**config.mk**
```make
export PLATFORM = sky130hd
export DESIGN_NAME = epd_dma
export DESIGN_NICKNAME = d
export VERILOG_FILES = /design/src/pkg/epd_pkg.sv /design/src/hdl/epd_dma.sv
export SDC_FILE = /design/constraint.sdc
export NUM_CORES = 2
export LEC_CHECK = 0
export BUFFER_PORTS_ARGS = -buffer_cell sky130_fd_sc_hd__buf_4
export CAP_MARGIN = 30
export CORE_MARGIN = 8
export CORE_UTILIZATION = 30
export DETAILED_ROUTE_END_ITERATION = 16
export SLEW_MARGIN = 20
export SYNTH_ARGS = -nofsm -noshare
export SYNTH_HDL_FRONTEND = slang
export SYNTH_SLANG_ARGS = --single-unit
```
**constraint.sdc**
```tcl
create_clock -name clk_sys -period 6.4 [get_ports clk_sys]
set_input_delay 0.96 -clock clk_sys [delete_from_list [all_inputs] [get_ports clk_sys]]
set_output_delay 0.96 -clock clk_sys [all_outputs]
set_load 0.005 [all_outputs]
```
**src/pkg/epd_pkg.sv**
```systemverilog
package epd_pkg;
	localparam int EPD_NCH = 8;
	localparam int EPD_NREQ = 128;
	localparam int EPD_IND_W = 8;
	localparam logic [2:0] EPD_OFS_CTRL = 3'h0;
	localparam logic [2:0] EPD_OFS_REQ = 3'h1;
	localparam logic [2:0] EPD_OFS_STA = 3'h2;
	localparam logic [2:0] EPD_OFS_STB = 3'h3;
	localparam logic [2:0] EPD_OFS_PAD = 3'h4;
	localparam logic [2:0] EPD_OFS_CNT = 3'h5;
	localparam logic [6:0] EPD_ADR_HIST = 7'h40;
	localparam int EPD_B_ON = 15;
	localparam int EPD_B_BYTE = 14;
	localparam int EPD_B_DIR = 13;
	localparam int EPD_B_HALF = 12;
	localparam int EPD_B_NULL = 11;
	localparam int EPD_B_AM = 4;
	localparam int EPD_B_MODE = 0;
	localparam int EPD_B_FORCE = 15;
	localparam logic [15:0] EPD_CTRL_MASK = 16'hf833;
	localparam logic [15:0] EPD_REQ_MASK = 16'h807f;
	localparam logic [15:0] EPD_CNT_MASK = 16'h03ff;
	localparam logic [15:0] EPD_RST_REG = 16'h0000;
	localparam logic [3:0] EPD_RST_LAST = 4'hf;
	localparam logic [1:0] EPD_AM_INC = 2'h0;
	localparam logic [1:0] EPD_AM_FIX = 2'h1;
	localparam logic [1:0] EPD_AM_PIND = 2'h2;
	localparam logic [15:0] EPD_STEP_WORD = 16'h0002;
	localparam logic [15:0] EPD_STEP_BYTE = 16'h0001;
	typedef enum logic [1:0] {
		EPD_S_IDLE = 2'b00,
		EPD_S_RD = 2'b01,
		EPD_S_CAP = 2'b10,
		EPD_S_WR = 2'b11
	} epd_state_t;
endpackage

```
**src/hdl/epd_dma.sv**
```systemverilog
`timescale 1ns/1ps
// Notes on behaviour
// Eight identical channels, each with its own control and status registers.
// Transfers run on a dedicated DMA bus, never stalling the processor.
// Each channel may pick any of the DMA capable request sources.
// A channel interrupts when its block finishes, or at the half point.
// Control bit 12 set interrupts at half block, clear at full block.
// Control bit 15 enables the channel.
// Control bit 14 set moves bytes, clear moves 16-bit words.
// Control bit 13 set reads RAM writes peripheral; clear the reverse.
// Bit 11 with direction clear adds a null peripheral write per RAM write.
// Bits 5-4: post-increment, fixed, peripheral indirect, reserved.
// Peripheral indirect takes low RAM address bits from the peripheral.
// Bits 1-0 select continuous or one-shot, with or without ping-pong.
// One-shot stops after a single block, or after one block from each buffer with ping-pong.
// Continuous reloads the RAM base after each block and carries on.
// Ping-pong alternates primary and secondary bases on successive blocks.
// Writing 1 to request bit 15 forces exactly one transfer.
// Software cannot clear the force bit; hardware clears it when done.
// Request bits 6-0 choose one of 128 request numbers.
// Request numbers follow the fixed peripheral map of the system.
// Primary base holds the first or only buffer address.
// Secondary base holds the alternate ping-pong buffer address.
// A 10-bit count register sets the block length.
// A block holds count plus one transfers.
// Software should not rewrite address or count while enabled.
// Lowest numbered pending channel is served first.
// One-shot without ping-pong clears the enable when the block completes.
module epd_dma
	import epd_pkg::*;
#(
	parameter int NCH = EPD_NCH,
	parameter int NREQ = EPD_NREQ,
	parameter int IND_W = EPD_IND_W
) (
	input wire logic clk_sys,
	input wire logic arst_n,
	input wire logic [6:0] reg_addr,
	input wire logic [15:0] reg_wdata,
	input wire logic reg_wr,
	input wire logic reg_rd,
	output logic [15:0] reg_rdata,
	input wire logic [NREQ-1:0] periph_req,
	input wire logic [IND_W-1:0] periph_ind_addr,
	output logic [15:0] ram_addr,
	output logic ram_re,
	output logic ram_we,
	output logic [15:0] ram_wdata,
	input wire logic [15:0] ram_rdata,
	output logic [15:0] per_addr,
	output logic per_re,
	output logic per_we,
	output logic [15:0] per_wdata,
	input wire logic [15:0] per_rdata,
	output logic xfer_byte,
	output logic [NCH-1:0] blk_irq
);
	// Channel index is three bits wide and the trigger select seven
	if (NCH < 1 || NCH > 8 || NREQ != 128 || IND_W < 1 || IND_W > 15) begin : g_bad_param
		$error("epd_dma: unsupported parameter values");
	end

	typedef struct packed {
		epd_state_t st;
		logic [2:0] ch;
		logic forced;
		logic [NCH-1:0][15:0] ctrl;
		logic [NCH-1:0][15:0] req;
		logic [NCH-1:0][15:0] primary_base;
		logic [NCH-1:0][15:0] stb;
		logic [NCH-1:0][15:0] pad;
		logic [NCH-1:0][9:0] cnt;
		logic [NCH-1:0][15:0] cur;
		logic [NCH-1:0][9:0] xcnt;
		logic [NCH-1:0] ppst;
		logic [NCH-1:0] pend;
		logic [NCH-1:0] frc_pend;
		logic [3:0] last_ch;
		logic [15:0] rdata;
		logic [15:0] ram_addr;
		logic ram_re;
		logic ram_we;
		logic [15:0] ram_wdata;
		logic [15:0] per_addr;
		logic per_re;
		logic per_we;
		logic [15:0] per_wdata;
		logic byte_m;
		logic [NCH-1:0] irq;
	} epd_regs_t;

	epd_regs_t q, d;
	logic [NCH-1:0] hit;
	logic grant_v;
	logic [2:0] grant_ch;
	logic fin;
	logic blk_end;

	////////////////////////////////////////////////////////////////////////////
	// Trigger selection per channel
	genvar gi;
	generate
		for (gi = 0; gi < NCH; gi++) begin : g_trig
			assign hit[gi] = periph_req[q.req[gi][6:0]];
		end
	endgenerate

	////////////////////////////////////////////////////////////////////////////
	// Next state
	always_comb begin
		logic [1:0] am;
		logic [1:0] md;
		logic [15:0] step;
		logic [15:0] radr;
		logic [2:0] c;
		d = q;
		d.ram_re = 1'b0;
		d.ram_we = 1'b0;
		d.per_re = 1'b0;
		d.per_we = 1'b0;
		d.irq = '0;
		d.rdata = 16'h0000;
		grant_v = 1'b0;
		grant_ch = 3'h0;
		fin = 1'b0;
		blk_end = 1'b0;
		c = q.ch;
		am = q.ctrl[c][EPD_B_AM +: 2];
		md = q.ctrl[c][EPD_B_MODE +: 2];
		step = q.ctrl[c][EPD_B_BYTE] ? EPD_STEP_BYTE : EPD_STEP_WORD;
		radr = q.cur[c];
		if (am == EPD_AM_PIND) begin
			radr[IND_W-1:0] = periph_ind_addr;
		end
		// Scan downward so the lowest enabled pending channel wins
		for (int i = NCH - 1; i >= 0; i--) begin
			if (q.pend[i] && q.ctrl[i][EPD_B_ON]) begin
				grant_v = 1'b1;
				grant_ch = 3'(i);
			end
		end
		case (q.st)
			EPD_S_IDLE: begin
				if (grant_v) begin
					d.st = EPD_S_RD;
					d.ch = grant_ch;
					d.forced = q.frc_pend[grant_ch];
					d.pend[grant_ch] = 1'b0;
					d.frc_pend[grant_ch] = 1'b0;
				end
			end
			EPD_S_RD: begin
				d.st = EPD_S_CAP;
				d.byte_m = q.ctrl[c][EPD_B_BYTE];
				d.per_addr = q.pad[c];
				d.ram_addr = radr;
				if (q.ctrl[c][EPD_B_DIR]) begin
					d.ram_re = 1'b1;
				end else begin
					d.per_re = 1'b1;
				end
			end
			EPD_S_CAP: begin
				d.st = EPD_S_WR;
			end
			EPD_S_WR: begin
				d.st = EPD_S_IDLE;
				if (q.ctrl[c][EPD_B_DIR]) begin
					d.per_we = 1'b1;
					d.per_wdata = ram_rdata;
				end else begin
					d.ram_we = 1'b1;
					d.ram_wdata = per_rdata;
					d.per_we = q.ctrl[c][EPD_B_NULL];
					d.per_wdata = 16'h0000;
				end
				fin = 1'b1;
				d.last_ch = {1'b0, c};
				if (am == EPD_AM_INC) begin
					d.cur[c] = q.cur[c] + step;
				end
				if (q.forced) begin
					d.req[c][EPD_B_FORCE] = 1'b0;
				end
				if (q.xcnt[c] == q.cnt[c]) begin
					blk_end = 1'b1;
					d.xcnt[c] = 10'h000;
					// A one-transfer block is its own half point
					d.irq[c] = !q.ctrl[c][EPD_B_HALF] || (q.cnt[c] == 10'h000);
					if (md[1]) begin
						d.ppst[c] = !q.ppst[c];
						d.cur[c] = q.ppst[c] ? q.primary_base[c] : q.stb[c];
					end else begin
						d.cur[c] = q.primary_base[c];
					end
					if (md[0] && (!md[1] || q.ppst[c])) begin
						d.ctrl[c][EPD_B_ON] = 1'b0;
					end
				end else begin
					d.xcnt[c] = q.xcnt[c] + 10'h001;
					d.irq[c] = q.ctrl[c][EPD_B_HALF] && (q.xcnt[c] == (q.cnt[c] >> 1));
				end
			end
			default: begin
				d.st = EPD_S_IDLE;
			end
		endcase
		// Requests arriving in the grant cycle are kept, except on a channel whose force is still pending
		d.pend = d.pend | (hit & ~q.frc_pend);
		for (int i = 0; i < NCH; i++) begin
			if (!q.ctrl[i][EPD_B_ON]) begin
				d.pend[i] = 1'b0;
			end
			if (reg_wr && !reg_addr[6] && reg_addr[5:3] == 3'(i)) begin
				case (reg_addr[2:0])
					EPD_OFS_CTRL: begin
						d.ctrl[i] = reg_wdata & EPD_CTRL_MASK;
						if (reg_wdata[EPD_B_ON] && !q.ctrl[i][EPD_B_ON]) begin
							d.cur[i] = q.primary_base[i];
							d.xcnt[i] = 10'h000;
							d.ppst[i] = 1'b0;
						end
					end
					EPD_OFS_REQ: begin
						d.req[i][6:0] = reg_wdata[6:0];
						// A zero in the force bit is ignored; a finished forced transfer clears it
						if (reg_wdata[EPD_B_FORCE]) begin
							d.req[i][EPD_B_FORCE] = 1'b1;
							d.pend[i] = 1'b1;
							d.frc_pend[i] = 1'b1;
						end
					end
					EPD_OFS_STA: d.primary_base[i] = reg_wdata;
					EPD_OFS_STB: d.stb[i] = reg_wdata;
					EPD_OFS_PAD: d.pad[i] = reg_wdata;
					EPD_OFS_CNT: d.cnt[i] = reg_wdata[9:0];
					default: begin
					end
				endcase
			end
		end
		if (reg_rd) begin
			if (reg_addr == EPD_ADR_HIST) begin
				d.rdata = {4'h0, q.last_ch, 8'(q.ppst)};
			end else if (!reg_addr[6] && {1'b0, reg_addr[5:3]} < 4'(NCH)) begin
				case (reg_addr[2:0])
					EPD_OFS_CTRL: d.rdata = q.ctrl[reg_addr[5:3]];
					EPD_OFS_REQ: d.rdata = q.req[reg_addr[5:3]] & EPD_REQ_MASK;
					EPD_OFS_STA: d.rdata = q.primary_base[reg_addr[5:3]];
					EPD_OFS_STB: d.rdata = q.stb[reg_addr[5:3]];
					EPD_OFS_PAD: d.rdata = q.pad[reg_addr[5:3]];
					EPD_OFS_CNT: d.rdata = {6'h00, q.cnt[reg_addr[5:3]]};
					default: d.rdata = 16'h0000;
				endcase
			end
		end
	end

	////////////////////////////////////////////////////////////////////////////
	// State register
	always_ff @(posedge clk_sys or negedge arst_n) begin
		if (!arst_n) begin
			q <= '0;
			q.st <= EPD_S_IDLE;
			q.last_ch <= EPD_RST_LAST;
		end else begin
			q <= d;
		end
	end

	assign reg_rdata = q.rdata;
	assign ram_addr = q.ram_addr;
	assign ram_re = q.ram_re;
	assign ram_we = q.ram_we;
	assign ram_wdata = q.ram_wdata;
	assign per_addr = q.per_addr;
	assign per_re = q.per_re;
	assign per_we = q.per_we;
	assign per_wdata = q.per_wdata;
	assign xfer_byte = q.byte_m;
	assign blk_irq = q.irq;
endmodule

```
==> flow_summary.ini <==
[run_status]
outcome = finished, final reports clean

[die]
start_util = 0.301
dieArea_um2 = 212000
die_w_um = 460
num_rows = 163
core_um2 = 197000
pin_count = 288
die_h_um = 460

[critical_path]
path_cells = buf_4, buf_4, mux2i_1, a22oi_1, a22oi_1, or3_1, or4_1, o21ai_1, nand3_1, a32oi_1
critPathKind = reg -> reg
end_kind = register
cp_slowest_stage_delay_ns = 0.71
setup.worst_path.start = q[1052]$_DFFE_PN0P_
timing.reg2reg.setup_slack_ns = 0.72
cp_slowest_cell = or4_1
worstRegToRegCells = 10
reg2reg_from = q[1052]$_DFFE_PN0P_
crit_end = q[231]$_DFF_PN0_
required_ns = 7.02
critical_path.max_fanout = 40
r2r_end = q[231]$_DFF_PN0_
cp.arrival_ns = 6.30
critPathLaunchType = register

[yosys]
syn-cell-area_um2 = 59100
yosysWarnings = 0
synth.most_common_cell = dfrtp_1
syn_area_per_cell_um2 = 12.0
synth-edff-count = 0
synth_cells = 4910
synthFlopType = dfrtp_1
synth_nets = 5114
synth_cell_types = 89
ys_ff_latch = 935
synth_area_leaders = dfrtp_1 39%, mux4_2 20%, mux2_2 13%
yosys-top-cells-count = 931 x dfrtp_1, 689 x mux2_2, 534 x nand2_1, 531 x mux4_2, 291 x clkbuf_1
postSynth.asyncResetShare = 1.00
synth_top_area_share = 0.394
yosys.area.top_type = dfrtp_1
ys_seq_area_frac = 0.396

[drt]
vias = 49100
antenna_left = 0
wl_met1_mm = 95.4
drcViolationCount = 0
wl_met2_mm = 106
viasPerCell = 6.37
maxUsedRoutingLayer = met5
firstDrtPassIters = 7
drt-initial-drc-count = 7262
wl_per_cell_um = 32.8
routed-wl-met3_mm = 33.7
routed_wl_mm = 252

[clock_tree]
tritoncts = yes
cts.sinks = 935
clkTransAtPathRegs_ns = 0.06
insertion_delay_ns = 0.77
post_cts_resize_count = 0
cts_setup_buffers = 0
root_buffer = clkbuf_16
cts_hold_buf = 0
cts_max_level = 3
cts_buffers = 103
cts_buffer_depth = 3

[global_route]
grt_max_degree = 179
antenna_found_initial = 21
grt.total_usage = 0.228
grt_pass1_wl_mm = 360
grt_overflow = 0
grt_pass1_vias = 48000

[final_layout]
syn2layout_area_growth_pct = 14.3
multi_input_area_um2 = 33200
seqCellArea_um2 = 23400
nFillCells = 19300
layout.nets = 5164
drive_gt1_frac = 0.391
fin_cells = 7702

[timing]
tightest_slew_ns = 1.13
clock.fmax_ghz = 0.176
setup_viol = 0
final_hold_viol_count = 0
min_period_ns = 5.68
maxSlewHeadroom = 0.244
tns_ns = 0
slew_violations = 0
rsz0062_at_grt = no
timing.final.crit_share = 0.887
finClkSkew_ns = 0.0655

[power]
p_switching_mw = 10.5
ir_worst_vdd_mv = 0.266
swShare = 0.417
p_int_mw = 14.7
cellPowerDensity_nw_per_um2 = 373
pwr-share-seq = 0.320
p_leak_nw = 28.0
clkPwrFrac = 0.258
p_comb_frac = 0.422

[placement]
portBuffers = 287
post-place-cells = 7491
gp_congestion = 0.987
dp_hpwl_mm = 170

[job]
drv_cap = 0

[min_path]
holdCritPathClass = in -> async
power by group through the flow:
stage	logic, mW	clock network, mW	registers (mW)
global route	11.0	6.85	8.15
floorplan	6.71	0	7.60
global placement	10.1	0	8.07
CTS	10.3	6.60	8.00
detailed placement	10.2	0	8.10
finish	10.6	6.52	8.06
through the flow:
step	utilization	total power [mW]	instance area (um2)	hold slack, ns	setup WS (ns)
finish	0.344	25.2	67600	0.233	0.722
global route	0.344	26.0	67600	0.261	0.738
CTS	0.343	24.9	67500	0.227	1.04
detailed placement	0.324	18.3	63800	0.464	1.16
global placement	0.323	18.1	63600	0.464	1.09
floorplan	-	14.3	59100	0.440	2.18
placed cells by master (no fill, tap or decap), types with 52 or more instances in the layout:
| cell | n |
|---|---|
| a21oi_1 | 255 |
| a221oi_1 | 97 |
| a22oi_1 | 85 |
| and3_1 | 78 |
| buf_4 | 458 |
| clkbuf_16 | 103 |
| dfrtp_1 | 920 |
| mux2_2 | 689 |
| mux2i_1 | 203 |
| mux4_2 | 531 |
| nand2_1 | 532 |
| nand3_1 | 83 |
| nor2_1 | 146 |
| o21ai_0 | 181 |
| o221ai_1 | 52 |
final cells by class:
type,count,area share
Sequential cell,935,0.347
Clock buffer,144,0.0444
Clock inverter,52,0.0105
Timing Repair Buffer,480,0.0562
Tap cell,2640,0.0489
Inverter,23,0.00128
Multi-Input combinational cell,3417,0.492
Antenna cell,11,0.000407
worst min path at each step:
stage,start,endpoint,slack [ns],cells after the start
2_1_floorplan,q[920]$_DFF_PN0_,q[920]$_DFF_PN0_,0.44,2
3_3_place_gp,q[888]$_DFF_PN0_,q[888]$_DFF_PN0_,0.46,2
3_5_place_dp,q[808]$_DFF_PN0_,q[808]$_DFF_PN0_,0.46,2
4_1_cts,arst_n,q[725]$_DFFE_PN0P_,0.23,1
5_1_grt,arst_n,q[725]$_DFFE_PN0P_,0.26,1
6_report,arst_n,q[677]$_DFFE_PN0P_,0.23,1
critical path, delay by kind of cell, from the launching register on:
| kind | cells | cell delay, ns |
|---|---|---|
| buffers and inverters | 2 | 1.27 |
| muxes | 1 | 0.36 |
| AOI/OAI and AO/OA | 4 | 1.77 |
| and+or+nand+nor | 3 | 1.40 |
| DFF | 1 | 0.67 |
layer usage:
metal,up-vias,GRT usage
met5,-,0
met4,12,0.123
met3,978,0.0773
met2,3992,0.329
met1,25100,0.302
li1,19000,-
state kept, by name, indices dropped and copies added (netlist names):
signal / count
blk_irq: 8
per_addr: 16
per_re: 1
per_wdata: 16
per_we: 1
q: 842
ram_addr: 16
ram_re: 1
ram_wdata: 16
ram_we: 1
reg_rdata: 16
xfer_byte: 1
kinds of logic (layout without fill, tap and decap cells):
kind of cell,count (synthesis),after routing,share of synthesized area
other,0,11,0
flip-flops,935,935,0.396
AND/OR/NAND/NOR,1035,1035,0.0797
multiplexers,1424,1424,0.368
adder cells (fa/ha/maj),9,9,0.00203
XOR/XNOR,37,37,0.00548
buffers and inverters,558,699,0.0451
AO/OA/AOI/OAI,912,912,0.104
Note: power is estimated with default switching activity, not from simulation.
